$ cat src/include/sarc_pkg.sv
// Package: register map, field layout, reset values, states and timing of the converter control
package sarc_pkg;
	localparam logic [7:0] SARC_ADDR_PAIR = 8'hba;
	localparam logic [7:0] SARC_ADDR_CHAN = 8'hbb;
	localparam logic [7:0] SARC_ADDR_CFG = 8'hbc;
	localparam logic [7:0] SARC_ADDR_CTRL = 8'hbd;
	localparam logic [7:0] SARC_ADDR_RESULT = 8'hbe;
	localparam logic [7:0] SARC_PAIR_RST = 8'h00;
	localparam logic [7:0] SARC_CHAN_RST = 8'h00;
	localparam logic [7:0] SARC_CFG_RST = 8'hf8;
	localparam logic [7:0] SARC_CTRL_RST = 8'h00;
	localparam logic [7:0] SARC_ZERO8 = 8'h00;
	localparam int SARC_CTRL_EN = 7;
	localparam int SARC_CTRL_TM = 6;
	localparam int SARC_CTRL_DONE = 5;
	localparam int SARC_CTRL_BUSY = 4;
	localparam int SARC_CTRL_CM_HI = 3;
	localparam int SARC_CTRL_CM_LO = 1;
	localparam int SARC_CFG_SC_HI = 7;
	localparam int SARC_CFG_SC_LO = 3;
	localparam int SARC_CFG_GN_HI = 1;
	localparam int SARC_CFG_GN_LO = 0;
	localparam int SARC_PAIR_W = 4;
	localparam int SARC_CHAN_W = 3;
	localparam logic [2:0] SARC_CM_SW = 3'h0;
	localparam logic [2:0] SARC_CM_TMR3 = 3'h1;
	localparam logic [2:0] SARC_CM_EXT = 3'h2;
	localparam logic [2:0] SARC_CM_TMR2 = 3'h3;
	localparam logic [1:0] SARC_TRACK_CLKS = 2'h3;
	localparam logic [3:0] SARC_CONV_CLKS = 4'ha;
	localparam logic [3:0] SARC_SAR_BITS = 4'h8;
	localparam logic [7:0] SARC_SAR_MSB = 8'h80;
	localparam logic [7:0] SARC_TWOS_FLIP = 8'h80;
	typedef enum logic [1:0] {SARC_IDLE, SARC_TRACK, SARC_CONV} sarc_state_type;
endpackage : sarc_pkg

$ cat src/include/sarc_ctl_if.sv
// Interface between the control top, the clock divider and the start selector
`timescale 1ns/10ps
interface sarc_ctl_if;
	logic [4:0] div_val;
	logic div_run;
	logic tick;
	logic [2:0] start_mode;
	logic sw_start;
	logic prim_start;
	logic ext_level;
	logic start_pulse;
	modport top (output div_val, output div_run, output start_mode, output sw_start,
		output prim_start, input tick, input ext_level, input start_pulse);
	modport div (input div_val, input div_run, output tick);
	modport start (input start_mode, input sw_start, input prim_start, output ext_level,
		output start_pulse);
endinterface : sarc_ctl_if

$ cat src/rtl/sarc_clkdiv.sv
// Conversion clock divider producing a one-cycle tick
`timescale 1ns/10ps
module sarc_clkdiv
	import sarc_pkg::*;
(
	input wire logic ref_clk,
	input wire logic rstn,
	sarc_ctl_if.div ctl
);
	typedef struct packed {
		logic [4:0] cnt;
		logic tick;
	} sarc_div_type;
	sarc_div_type st_r;
	sarc_div_type st_nxt;

	always_comb begin
		st_nxt = st_r;
		st_nxt.tick = 1'b0;
		if (!ctl.div_run) begin
			st_nxt.cnt = 5'h00;
		end else if (st_r.cnt >= ctl.div_val) begin
			st_nxt.cnt = 5'h00;
			st_nxt.tick = 1'b1;
		end else begin
			st_nxt.cnt = st_r.cnt + 5'h01;
		end
	end

	always_ff @(posedge ref_clk or negedge rstn) begin
		if (!rstn) begin
			st_r <= '0;
		end else begin
			st_r <= st_nxt;
		end
	end

	assign ctl.tick = st_r.tick;
endmodule : sarc_clkdiv

$ cat src/rtl/sarc_start.sv
// Start-of-conversion source selection with external pin synchronisers
`timescale 1ns/10ps
module sarc_start
	import sarc_pkg::*;
(
	input wire logic ref_clk,
	input wire logic rstn,
	input wire logic dedicated_start_pin,
	input wire logic shared_start_pin,
	input wire logic dedicated_start_en,
	input wire logic shared_start_en,
	input wire logic timer3_ovf,
	input wire logic timer2_ovf,
	sarc_ctl_if.start ctl
);
	typedef struct packed {
		logic [1:0] ded_sync;
		logic [1:0] sh_sync;
		logic ext_prev;
		logic ext_level;
		logic start_pulse;
	} sarc_start_type;
	sarc_start_type st_r;
	sarc_start_type st_nxt;
	logic ext_sel;
	logic ext_rise;

	always_comb begin
		st_nxt = st_r;
		st_nxt.ded_sync = {st_r.ded_sync[0], dedicated_start_pin};
		st_nxt.sh_sync = {st_r.sh_sync[0], shared_start_pin};
		ext_sel = 1'b0;
		if (dedicated_start_en) begin
			ext_sel = st_r.ded_sync[1];
		end else if (shared_start_en) begin
			ext_sel = st_r.sh_sync[1];
		end
		st_nxt.ext_prev = ext_sel;
		st_nxt.ext_level = ext_sel;
		ext_rise = ext_sel & ~st_r.ext_prev;
		case (ctl.start_mode)
			SARC_CM_SW: st_nxt.start_pulse = ctl.sw_start;
			SARC_CM_TMR3: st_nxt.start_pulse = timer3_ovf;
			SARC_CM_EXT: st_nxt.start_pulse = ext_rise;
			SARC_CM_TMR2: st_nxt.start_pulse = timer2_ovf;
			default: st_nxt.start_pulse = ctl.prim_start;
		endcase
	end

	always_ff @(posedge ref_clk or negedge rstn) begin
		if (!rstn) begin
			st_r <= '0;
		end else begin
			st_r <= st_nxt;
		end
	end

	assign ctl.ext_level = st_r.ext_level;
	assign ctl.start_pulse = st_r.start_pulse;
endmodule : sarc_start

$ cat src/rtl/sarc_top.sv
// Successive-approximation converter control: registers, sequencing and result capture
//
// Operation
// - Subsystem runs only while enable bit is 1; otherwise in shutdown.
// - Conversion clock is system clock divided by divider setting plus one.
// - Three-bit start source picks one of five start events.
// - Start source 010 selects the external start signal.
// - Dedicated pin starts if enabled, otherwise shared pin if enabled.
// - Busy bit reads 1 during conversion, returns to 0 at completion.
// - Busy falling sets done flag and requests interrupt when enabled.
// - Each conversion end places the result in the readable result register.
// - Normal tracking mode tracks continuously except during conversion.
// - Low-power tracking mode tracks three conversion clocks after start.
// - Low-power with external start tracks while pin low, converts on rise.
// - Tracking is shut down while the chip is in standby or sleep.
// - Gain choices 0.5, 1, 2, 4; gain 0.5 after reset.
// - Channel select picks one of eight inputs for the converter.
// - Gain field 00, 01, 10, 11 means 0.5, 1, 2, 4.
// - Three-bit channel field values 000 to 111 select the inputs.
// - Pair bit set joins two adjacent inputs as a differential pair.
// - Differential channels deliver results in two's complement.
//
// Local design decisions: the plain strobed port and the register offsets.
`timescale 1ns/10ps
module sarc_top
	import sarc_pkg::*;
(
	input wire logic ref_clk,
	input wire logic rstn,
	input wire logic [7:0] reg_addr,
	input wire logic [7:0] reg_wdata,
	input wire logic reg_wr,
	input wire logic reg_rd,
	output logic [7:0] reg_rdata,
	input wire logic dedicated_start_pin,
	input wire logic shared_start_pin,
	input wire logic dedicated_start_en,
	input wire logic shared_start_en,
	input wire logic timer3_ovf,
	input wire logic timer2_ovf,
	input wire logic primary_busy_write,
	input wire logic chip_standby,
	input wire logic done_irq_enable,
	input wire logic sar_compare_hi,
	output logic converter_power_en,
	output logic track_en,
	output logic [7:0] sar_trial_code,
	output logic [2:0] mux_channel,
	output logic mux_differential,
	output logic [1:0] gain_select,
	output logic [3:0] pair_config,
	output logic done_irq
);
	typedef struct packed {
		sarc_state_type state;
		logic [3:0] cnt;
		logic [7:0] trial;
		logic [7:0] result;
		logic enable;
		logic low_power_track;
		logic done;
		logic [2:0] start_src;
		logic [4:0] clk_div;
		logic [1:0] gain;
		logic [2:0] chan;
		logic [3:0] pair;
		logic sw_start;
		logic prim_start;
		logic [7:0] rdata;
		logic track;
		logic irq;
		logic diff;
	} sarc_top_type;
	sarc_top_type st_r;
	sarc_top_type st_nxt;
	sarc_ctl_if ctl ();
	logic busy;
	logic diff_sel;
	logic ext_mode;
	logic done_set;
	logic [7:0] bit_mask;

	sarc_clkdiv u_clkdiv (
		.ref_clk(ref_clk),
		.rstn(rstn),
		.ctl(ctl.div)
	);

	sarc_start u_start (
		.ref_clk(ref_clk),
		.rstn(rstn),
		.dedicated_start_pin(dedicated_start_pin),
		.shared_start_pin(shared_start_pin),
		.dedicated_start_en(dedicated_start_en),
		.shared_start_en(shared_start_en),
		.timer3_ovf(timer3_ovf),
		.timer2_ovf(timer2_ovf),
		.ctl(ctl.start)
	);

	assign ctl.div_val = st_r.clk_div;
	assign ctl.div_run = st_r.enable;
	assign ctl.start_mode = st_r.start_src;
	assign ctl.sw_start = st_r.sw_start;
	assign ctl.prim_start = st_r.prim_start;

	always_comb begin
		st_nxt = st_r;
		busy = (st_r.state != SARC_IDLE);
		ext_mode = (st_r.start_src == SARC_CM_EXT);
		diff_sel = st_r.pair[st_r.chan[2:1]];
		done_set = 1'b0;
		bit_mask = SARC_SAR_MSB >> (st_r.cnt[2:0]);
		st_nxt.sw_start = 1'b0;
		st_nxt.prim_start = primary_busy_write & st_r.enable;
		st_nxt.rdata = SARC_ZERO8;

		// Conversion sequencing
		case (st_r.state)
			SARC_IDLE: begin
				st_nxt.cnt = 4'h0;
				if (ctl.start_pulse && st_r.enable) begin
					if (st_r.low_power_track && !ext_mode) begin
						st_nxt.state = SARC_TRACK;
					end else begin
						st_nxt.state = SARC_CONV;
						st_nxt.trial = SARC_SAR_MSB;
					end
				end
			end
			SARC_TRACK: begin
				if (ctl.tick) begin
					if (st_r.cnt == {2'b00, SARC_TRACK_CLKS} - 4'h1) begin
						st_nxt.state = SARC_CONV;
						st_nxt.cnt = 4'h0;
						st_nxt.trial = SARC_SAR_MSB;
					end else begin
						st_nxt.cnt = st_r.cnt + 4'h1;
					end
				end
			end
			SARC_CONV: begin
				if (ctl.tick) begin
					if (st_r.cnt < SARC_SAR_BITS) begin
						if (!sar_compare_hi) begin
							st_nxt.trial = st_r.trial & ~bit_mask;
						end
						if (st_r.cnt < SARC_SAR_BITS - 4'h1) begin
							st_nxt.trial = (sar_compare_hi ? st_r.trial
								: (st_r.trial & ~bit_mask)) | (bit_mask >> 1);
						end
					end
					if (st_r.cnt == SARC_CONV_CLKS - 4'h1) begin
						st_nxt.state = SARC_IDLE;
						st_nxt.cnt = 4'h0;
						done_set = 1'b1;
						st_nxt.result = diff_sel ? (st_r.trial ^ SARC_TWOS_FLIP)
							: st_r.trial;
					end else begin
						st_nxt.cnt = st_r.cnt + 4'h1;
					end
				end
			end
			default: begin
				st_nxt.state = SARC_IDLE;
			end
		endcase

		// Register writes
		if (reg_wr) begin
			if (reg_addr == SARC_ADDR_PAIR) begin
				st_nxt.pair = reg_wdata[SARC_PAIR_W-1:0];
			end else if (reg_addr == SARC_ADDR_CHAN) begin
				st_nxt.chan = reg_wdata[SARC_CHAN_W-1:0];
			end else if (reg_addr == SARC_ADDR_CFG) begin
				st_nxt.clk_div = reg_wdata[SARC_CFG_SC_HI:SARC_CFG_SC_LO];
				st_nxt.gain = reg_wdata[SARC_CFG_GN_HI:SARC_CFG_GN_LO];
			end else if (reg_addr == SARC_ADDR_CTRL) begin
				st_nxt.enable = reg_wdata[SARC_CTRL_EN];
				st_nxt.low_power_track = reg_wdata[SARC_CTRL_TM];
				st_nxt.done = reg_wdata[SARC_CTRL_DONE];
				st_nxt.start_src = reg_wdata[SARC_CTRL_CM_HI:SARC_CTRL_CM_LO];
				st_nxt.sw_start = reg_wdata[SARC_CTRL_BUSY] & reg_wdata[SARC_CTRL_EN]
					& st_r.enable & !busy;
			end
		end

		// Hardware set wins over a software clear
		if (done_set) begin
			st_nxt.done = 1'b1;
		end

		// Shutdown aborts any conversion
		if (!st_nxt.enable) begin
			st_nxt.state = SARC_IDLE;
			st_nxt.cnt = 4'h0;
		end

		// Read data, valid the cycle after the strobe
		if (reg_rd) begin
			if (reg_addr == SARC_ADDR_PAIR) begin
				st_nxt.rdata = {4'h0, st_r.pair};
			end else if (reg_addr == SARC_ADDR_CHAN) begin
				st_nxt.rdata = {5'h00, st_r.chan};
			end else if (reg_addr == SARC_ADDR_CFG) begin
				st_nxt.rdata = {st_r.clk_div, 1'b0, st_r.gain};
			end else if (reg_addr == SARC_ADDR_CTRL) begin
				st_nxt.rdata = {st_r.enable, st_r.low_power_track, st_r.done,
					busy, st_r.start_src, 1'b0};
			end else if (reg_addr == SARC_ADDR_RESULT) begin
				st_nxt.rdata = st_r.result;
			end
		end

		// Track-and-hold control
		if (!st_r.enable || chip_standby) begin
			st_nxt.track = 1'b0;
		end else if (!st_r.low_power_track) begin
			st_nxt.track = (st_nxt.state != SARC_CONV);
		end else if (ext_mode) begin
			st_nxt.track = (st_nxt.state == SARC_IDLE) && !ctl.ext_level;
		end else begin
			st_nxt.track = (st_nxt.state == SARC_TRACK);
		end

		st_nxt.irq = st_nxt.done & done_irq_enable;
		st_nxt.diff = st_nxt.pair[st_nxt.chan[2:1]];
	end

	always_ff @(posedge ref_clk or negedge rstn) begin
		if (!rstn) begin
			st_r <= '0;
			st_r.state <= SARC_IDLE;
			st_r.enable <= SARC_CTRL_RST[SARC_CTRL_EN];
			st_r.low_power_track <= SARC_CTRL_RST[SARC_CTRL_TM];
			st_r.done <= SARC_CTRL_RST[SARC_CTRL_DONE];
			st_r.start_src <= SARC_CTRL_RST[SARC_CTRL_CM_HI:SARC_CTRL_CM_LO];
			st_r.clk_div <= SARC_CFG_RST[SARC_CFG_SC_HI:SARC_CFG_SC_LO];
			st_r.gain <= SARC_CFG_RST[SARC_CFG_GN_HI:SARC_CFG_GN_LO];
			st_r.chan <= SARC_CHAN_RST[SARC_CHAN_W-1:0];
			st_r.pair <= SARC_PAIR_RST[SARC_PAIR_W-1:0];
		end else begin
			st_r <= st_nxt;
		end
	end

	assign reg_rdata = st_r.rdata;
	assign converter_power_en = st_r.enable;
	assign track_en = st_r.track;
	assign sar_trial_code = st_r.trial;
	assign mux_channel = st_r.chan;
	assign mux_differential = st_r.diff;
	assign gain_select = st_r.gain;
	assign pair_config = st_r.pair;
	assign done_irq = st_r.irq;
endmodule : sarc_top

$ cat config.mk
export PLATFORM = sky130hd
export DESIGN_NAME = sarc_top
export DESIGN_NICKNAME = d
export VERILOG_FILES = /design/src/include/sarc_pkg.sv /design/src/include/sarc_ctl_if.sv /design/src/rtl/sarc_clkdiv.sv /design/src/rtl/sarc_start.sv /design/src/rtl/sarc_top.sv
export SDC_FILE = /design/constraint.sdc
export NUM_CORES = 1
export LEC_CHECK = 0
export ABC_AREA = 0
export BUFFER_PORTS_ARGS = -buffer_cell sky130_fd_sc_hd__buf_2
export CORE_ASPECT_RATIO = 1.75
export CORE_UTILIZATION = 51
export DETAILED_ROUTE_END_ITERATION = 7
export PLACE_DENSITY = 0.76
export SKIP_LAST_GASP = 1
export SYNTH_ARGS = -nofsm -noshare
export SYNTH_HDL_FRONTEND = slang
export SYNTH_SLANG_ARGS = --single-unit
$ cat constraint.sdc
create_clock -name ref_clk -period 1.95 [get_ports ref_clk]
set_input_delay 0.0975 -clock ref_clk [delete_from_list [all_inputs] [get_ports ref_clk]]
set_output_delay 0.0975 -clock ref_clk [all_outputs]
set_load 0.01 [all_outputs]
# After elaboration in Yosys (flattened, before gate mapping)

Index checks and enable logic that the tools add are counted.

Output and inout bits: 29
Logic and storage cells: 144
Register bits: 67

Shifts and indexed selects: 1
Equality and inequality tests: 23
Add/subtract/negate cells: 2
$lt $le $gt $ge: 5
Reductions and logical operators: 19
Muxes and demuxes: 55
Bitwise logic cells: 14

Operators by type and width:

| cell                                                                         | number |
|---|---|
| 8-bit two-way mux                                                            | 14 |
| 8-bit equality test, second input constant                                   | 5 |
| 12-bit one-hot mux with 3 select lines                                       | 1 |
| 22-bit two-way mux                                                           | 1 |
| 21-bit two-way mux                                                           | 1 |
| 6-bit two-way mux                                                            | 3 |
| 1-bit two-way mux                                                            | 17 |
| 16-bit two-way mux                                                           | 1 |
| 14-bit two-way mux                                                           | 1 |
| 13-bit two-way mux                                                           | 1 |
| 4-bit two-way mux                                                            | 3 |
| 5-bit two-way mux                                                            | 2 |
| 2-bit != test, second input constant                                         | 5 |
| 3-bit AND reduction                                                          | 3 |
| 8-bit bitwise AND                                                            | 1 |
| 2-bit two-way mux                                                            | 4 |
| 8-bit NOT                                                                    | 1 |
| 8-bit by 7-bit bitwise OR with 8-bit output                                  | 1 |
| 8-bit by 3-bit >> shifter with 8-bit output, first input constant            | 1 |
| 7-bit two-way mux                                                            | 1 |
| 7-bit AND reduction                                                          | 1 |
| 1-bit bitwise AND                                                            | 6 |
| 3-bit by 2-bit equality test with 1-bit output, second input constant        | 2 |
| 2-bit by 3-bit less-than comparator with 1-bit output, second input constant | 2 |
| other kinds (27)                                                             | 41 |

# Logic depth before layout (Yosys ltp)

Word-level depth: 15
Mapped depth: 8
Mapped depth without buffers: 8

# Cells and area by module

A second synthesis with hierarchy kept.

Cell total of the unflattened synthesis: 357
Area, all modules: 3714.8 µm²

Modules (own cells, without submodules):

| module      | cells each | sequential area each (µm²) | times used | area each (µm²) |
|---|---|---|---|---|
| sarc_top    | 305        | 1382.6                     | 1          | 3129.3 |
| sarc_clkdiv | 36         | 150.1                      | 1          | 359.1 |
| sarc_start  | 16         | 150.1                      | 1          | 226.5 |

# Least setup slack after synthesis

Ideal clock, no wire load.

Path kind: register to register
Start: register st_r[49] in the netlist's numbering
End: register st_r (netlist bit sar_trial_code[0])
Buffers on the path: 0
Required time: 1885 ps
Library setup time: 65 ps
Arrival time: 1944 ps
Setup slack: -59 ps
Cell stages (with the launch flop): 9
Cell sequence: dfrtp_1 inv_1 ha_1 or2b_2 a21oi_2 o221ai_4 nor3_4 nor3b_4 a22o_1

Cells in the longest elaborated chain, start to end: 9
Elaborated cells between the ends (all ways): 15
Those cells by class: order compare (2); eq/ne (3); shift (1); mux (5); bitwise (3); reduce/logical (1)

Ends and longest elaborated chain:

| item                                        | RTL line                         | source |
|---|---|---|
| from (decl)                                 | sarc_top.sv:74                   | `sarc_top_type st_r;` |
| from (signal assigned)                      | sarc_top.sv:243                  | `st_r <= st_nxt;` |
| 8-bit by 3-bit >> shifter with 8-bit output | sarc_top.sv:113                  | `bit_mask = SARC_SAR_MSB >> (st_r.cnt[2:0]);` |
| 8-bit NOT                                   | sarc_top.sv:146, sarc_top.sv:150 |  |
| 8-bit bitwise AND                           | sarc_top.sv:146, sarc_top.sv:150 |  |
| 8-bit two-way mux                           | sarc_top.sv:145                  | `if (!sar_compare_hi) begin` |
| 8-bit by 7-bit bitwise OR with 8-bit output | sarc_top.sv:150                  | `: (st_r.trial & ~bit_mask)) \| (bit_mask >> 1);` |
| 8-bit two-way mux                           | sarc_top.sv:148                  | `if (st_r.cnt < SARC_SAR_BITS - 4'h1) begin` |
| 8-bit two-way mux                           | sarc_top.sv:144                  | `if (st_r.cnt < SARC_SAR_BITS) begin` |
| 22-bit two-way mux                          | sarc_top.sv:143                  | `if (ctl.tick) begin` |
| 12-bit one-hot mux with 3 select lines      | sarc_top.sv:119                  | `case (st_r.state)` |

Parallel ways exist; a longest one is shown, timed or not. The select of a mux whose other input is x is not followed.
A chain may end at the register's enable or synchronous reset.

==> results.yml <==
drt:
  wirelength_um: 8840
  routedWlPerCell_um: 17.4
  first_pass_iters: 4
  viasPerCell: 5.69
  postRouteAntennaNets: 0
  drtIter0Drc: 183
  vias: 2888
  drt_drc_violations_left: 0
yosys:
  synth_fa_ha_area_share_pct: 5.39
  synth.distinct_cells: 56
  synthesis.nets: 397
  synth-edff-count: 0
  yosys_register_bits: 67
  ys_seq_area_share_pct: 45.3
  synth_compound_area_share_pct: 13.4
  synthCells: 351
  ys.warnings.count: 0
  synth_top_flop_cell: "dfrtp_1"
  netlist_area_um2: 3720
  synth_top_family_by_area: "simple AND/OR/NAND/NOR gates"
  synth_xor_area_share_pct: 0.942
  synth_mux_area_share_pct: 11.5
  yosys.area_share.simple_pct: 15.0
  async_reset_ff_share_pct: 100
  avgSynthCellArea_um2: 10.6
critical_path:
  path_delay_family: "simple AND/OR/NAND/NOR gates"
  critPathCaptureType: "register"
  crit_type: "reg -> reg"
  crit_buf_inv: 1
  crit_required_ns: 2.15
  r2r-end: "track_en"
  reg2reg_depth: 8
  critical_path.max_fanout: 5
  timing.rr.start: "st_r[49]"
  slowest_stage: "dfrtp_1"
  arrival_ns: 2.15
  max_stage_delay_ns: 0.39
  startpoint_type: "register"
  crit_path_cell_trace: "inv_2 -> ha_2 -> or2b_4 -> nor2_1 -> nand3_1 -> a311oi_2 -> a211o_1 -> a21oi_1"
  r2r_slack_ns: -0.002
pwr:
  combPwrFrac_pct: 7.9
  p_per_area_nw_per_um2: 750
  p_int_mw: 2.61
  pwr-share-seq_pct: 43.8
  swShare_pct: 22.5
  peakVddDrop_mv: 0.537
  p_switching_mw: 0.760
  p_leak_nw: 2.22
  clkPwrFrac_pct: 48.3
global_routing:
  grt_pass1_wl_um: 14500
  antenna_found_initial: 0
  grt_start_max_net_pins: 33
  overflow: 0
  gr-usage-all-layers_pct: 25.9
  grt_pass1_vias: 2970
die:
  die_w_um: 66.5
  core_area_um2: 6960
  rows: 40
  start_util_pct: 53.4
  io_pins: 59
  dieArea_um2: 7650
  fp.dieH_um: 115
timing:
  fin_worst_skew_ns: 0.00462
  post-route-worst-setup-slack_ns: -0.00207
  relSlewSlack_pct: 62.4
  grt_setup_unrepaired: "yes"
  fmax_mhz: 512
  period_share_pct: 100
  finalHoldViolCount: 0
  setup_viol: 1
  tightest_slew_ns: 0.564
  whs_ns: 0.0203
  drv_slew: 0
  final.min_clock_period_ns: 1.95
clock_network:
  root_buffer: "clkbuf_16"
  cts_buffer_depth: 2
  clk_pin_slew_worst_paths_ns: 0.05
  cts_buffers: 9
  cts_tree: "built"
  htree_num_levels: 3
  clock-sinks: 67
  clkLatencyLatePin_ns: 0.33
final_layout:
  final_util_pct: 64.7
  antenna_cells: 0
  area_delta_synth_final_pct: 21.0
  drive_above_1_share_pct: 36.8
  final_cell_mix: "62 x dfrtp_1, 58 x buf_2, 28 x nor2_1, 27 x buf_4, 23 x nand2_1"
  final_common_cell: "dfrtp_1"
  final_area_um2: 4500
  nNetsFinal: 465
worst_hold_path:
  hold_depth: 3
  hold-path-endpoint: "ctl.div_val[2]"
  hold_class: "in -> reg"
  worstHoldStart: "reg_wdata[5]"
status:
  violations: "setup timing"
  outcome: "complete, but fails checks"
place:
  gp_congestion: 0.950
  preCtsSetupSlack_ns: -0.0267
  place_hpwl_um: 6840
  place_area_um2: 4090
  io_buffer_count: 58
flow_run:
  drv_cap: 0
-- metal layers --
metal	vias up	track usage [%]	wire length (µm)
met5	-	0	0
met4	0	15.9	427
met2	107	46.1	4900
met3	38	5.06	335
met1	1413	27.3	3170
li1	1330	-	-
-- kinds of logic (layout without fill, tap and decap cells) --
kind of cell,count (synthesis),in the layout
xor gates and xnor gates,4,4
AOI/OAI and AO/OA,71,71
adders and majority gates,16,16
buffers and inverters,54,127
muxes,40,40
and+or+nand+nor,99,99
DFF,67,67
-- final cells by class --
cell class              count  area, µm²
fillers                   573       2460
multi-input cells         230       1770
flip-flops and latches     67       1680
repair buffers             91        563
clock buffers              12        256
well taps                  84        105
inverters                  20       75.1
clock inverters             4       48.8
-- synth_stat cells, types with 2 or more instances --
| cell | instances | area share, % |
|---|---|---|
| o31ai_1 | 3 | 0.61 |
| dfrtp_1 | 62 | 42 |
| o21ai_0 | 20 | 2.7 |
| or2b_2 | 2 | 0.47 |
| nor2b_1 | 6 | 1.0 |
| nand3_1 | 10 | 1.3 |
| mux2_2 | 22 | 6.7 |
| nor3_4 | 2 | 0.88 |
| nor2_1 | 29 | 2.9 |
| a21oi_1 | 16 | 2.2 |
| buf_4 | 29 | 5.9 |
| and2_1 | 6 | 1.0 |
| a21bo_1 | 2 | 0.54 |
| xor2_1 | 3 | 0.71 |
| ha_1 | 16 | 5.4 |
| a22o_1 | 3 | 0.71 |
| a211o_1 | 4 | 0.94 |
| mux2i_1 | 18 | 4.8 |
| nand3b_1 | 2 | 0.40 |
| and3_1 | 2 | 0.34 |
| clkbuf_1 | 4 | 0.40 |
| inv_1 | 20 | 2.0 |
| o21ai_1 | 3 | 0.40 |
| a21o_1 | 2 | 0.40 |
| a211oi_1 | 3 | 0.61 |
| nand2b_1 | 4 | 0.67 |
| nand2_1 | 24 | 2.4 |
| dfstp_2 | 5 | 3.5 |
| a22oi_1 | 2 | 0.40 |
-- worst min-delay path: stages --
cell and delay [ns]:
buf_2 0.12, nand2_1 0.05, o21ai_0 0.07
-- stage by stage --
stage	TNS, ns	std cells	total power [mW]
finish	-0.00207	508	3.37
detailed placement	-0.0441	484	1.76
floorplan	0	351	1.63
global placement	0	484	1.75
global route	-0.181	508	3.50
CTS	-0.0101	505	3.40
-- flip-flops by register name, indices dropped and copies added (netlist names), 2 cells and up --
signal,count
st_r,16
gain_select,2
ctl.div_val,5
pair_config,4
u_start.st_r,3
u_start.st_nxt,2
ctl.start_mode,3
sar_trial_code,8
mux_channel,3
u_clkdiv.st_r,5
reg_rdata,8
-- power by group through the flow --
| stage | combinational (mW) | clock [mW] | sequential, mW |
|---|---|---|---|
| after floorplan | 0.145 | 0 | 1.49 |
| after global placement | 0.249 | 0 | 1.50 |
| after detailed placement | 0.258 | 0 | 1.50 |
| after CTS | 0.267 | 1.66 | 1.48 |
| after global routing | 0.294 | 1.72 | 1.48 |
| final | 0.265 | 1.63 | 1.48 |
-- what timing repair did --
item | CTS | global route
hold endpoints to repair | 21 | 0
pin swaps | 0 | 6
setup endpoints to repair | 3 | 22
gates resized for setup | 2 | 11
hold buffers | 5 | 0
setup buffers | 0 | 3
-- worst max path at each step --
stage                         from                end  slack (ns)  cells after the start
after detailed placement  st_r[53]  sar_trial_code[0]       -0.03                      7
after CTS                 st_r[49]  sar_trial_code[0]       -0.01                      8
after global routing      st_r[49]  sar_trial_code[0]       -0.06                      8
after floorplan           st_r[49]  sar_trial_code[0]        0.02                      8
final                     st_r[49]           track_en      -0.002                      8
after global placement    st_r[49]           track_en        0.05                      8
Power figures use the tool's default switching activity.
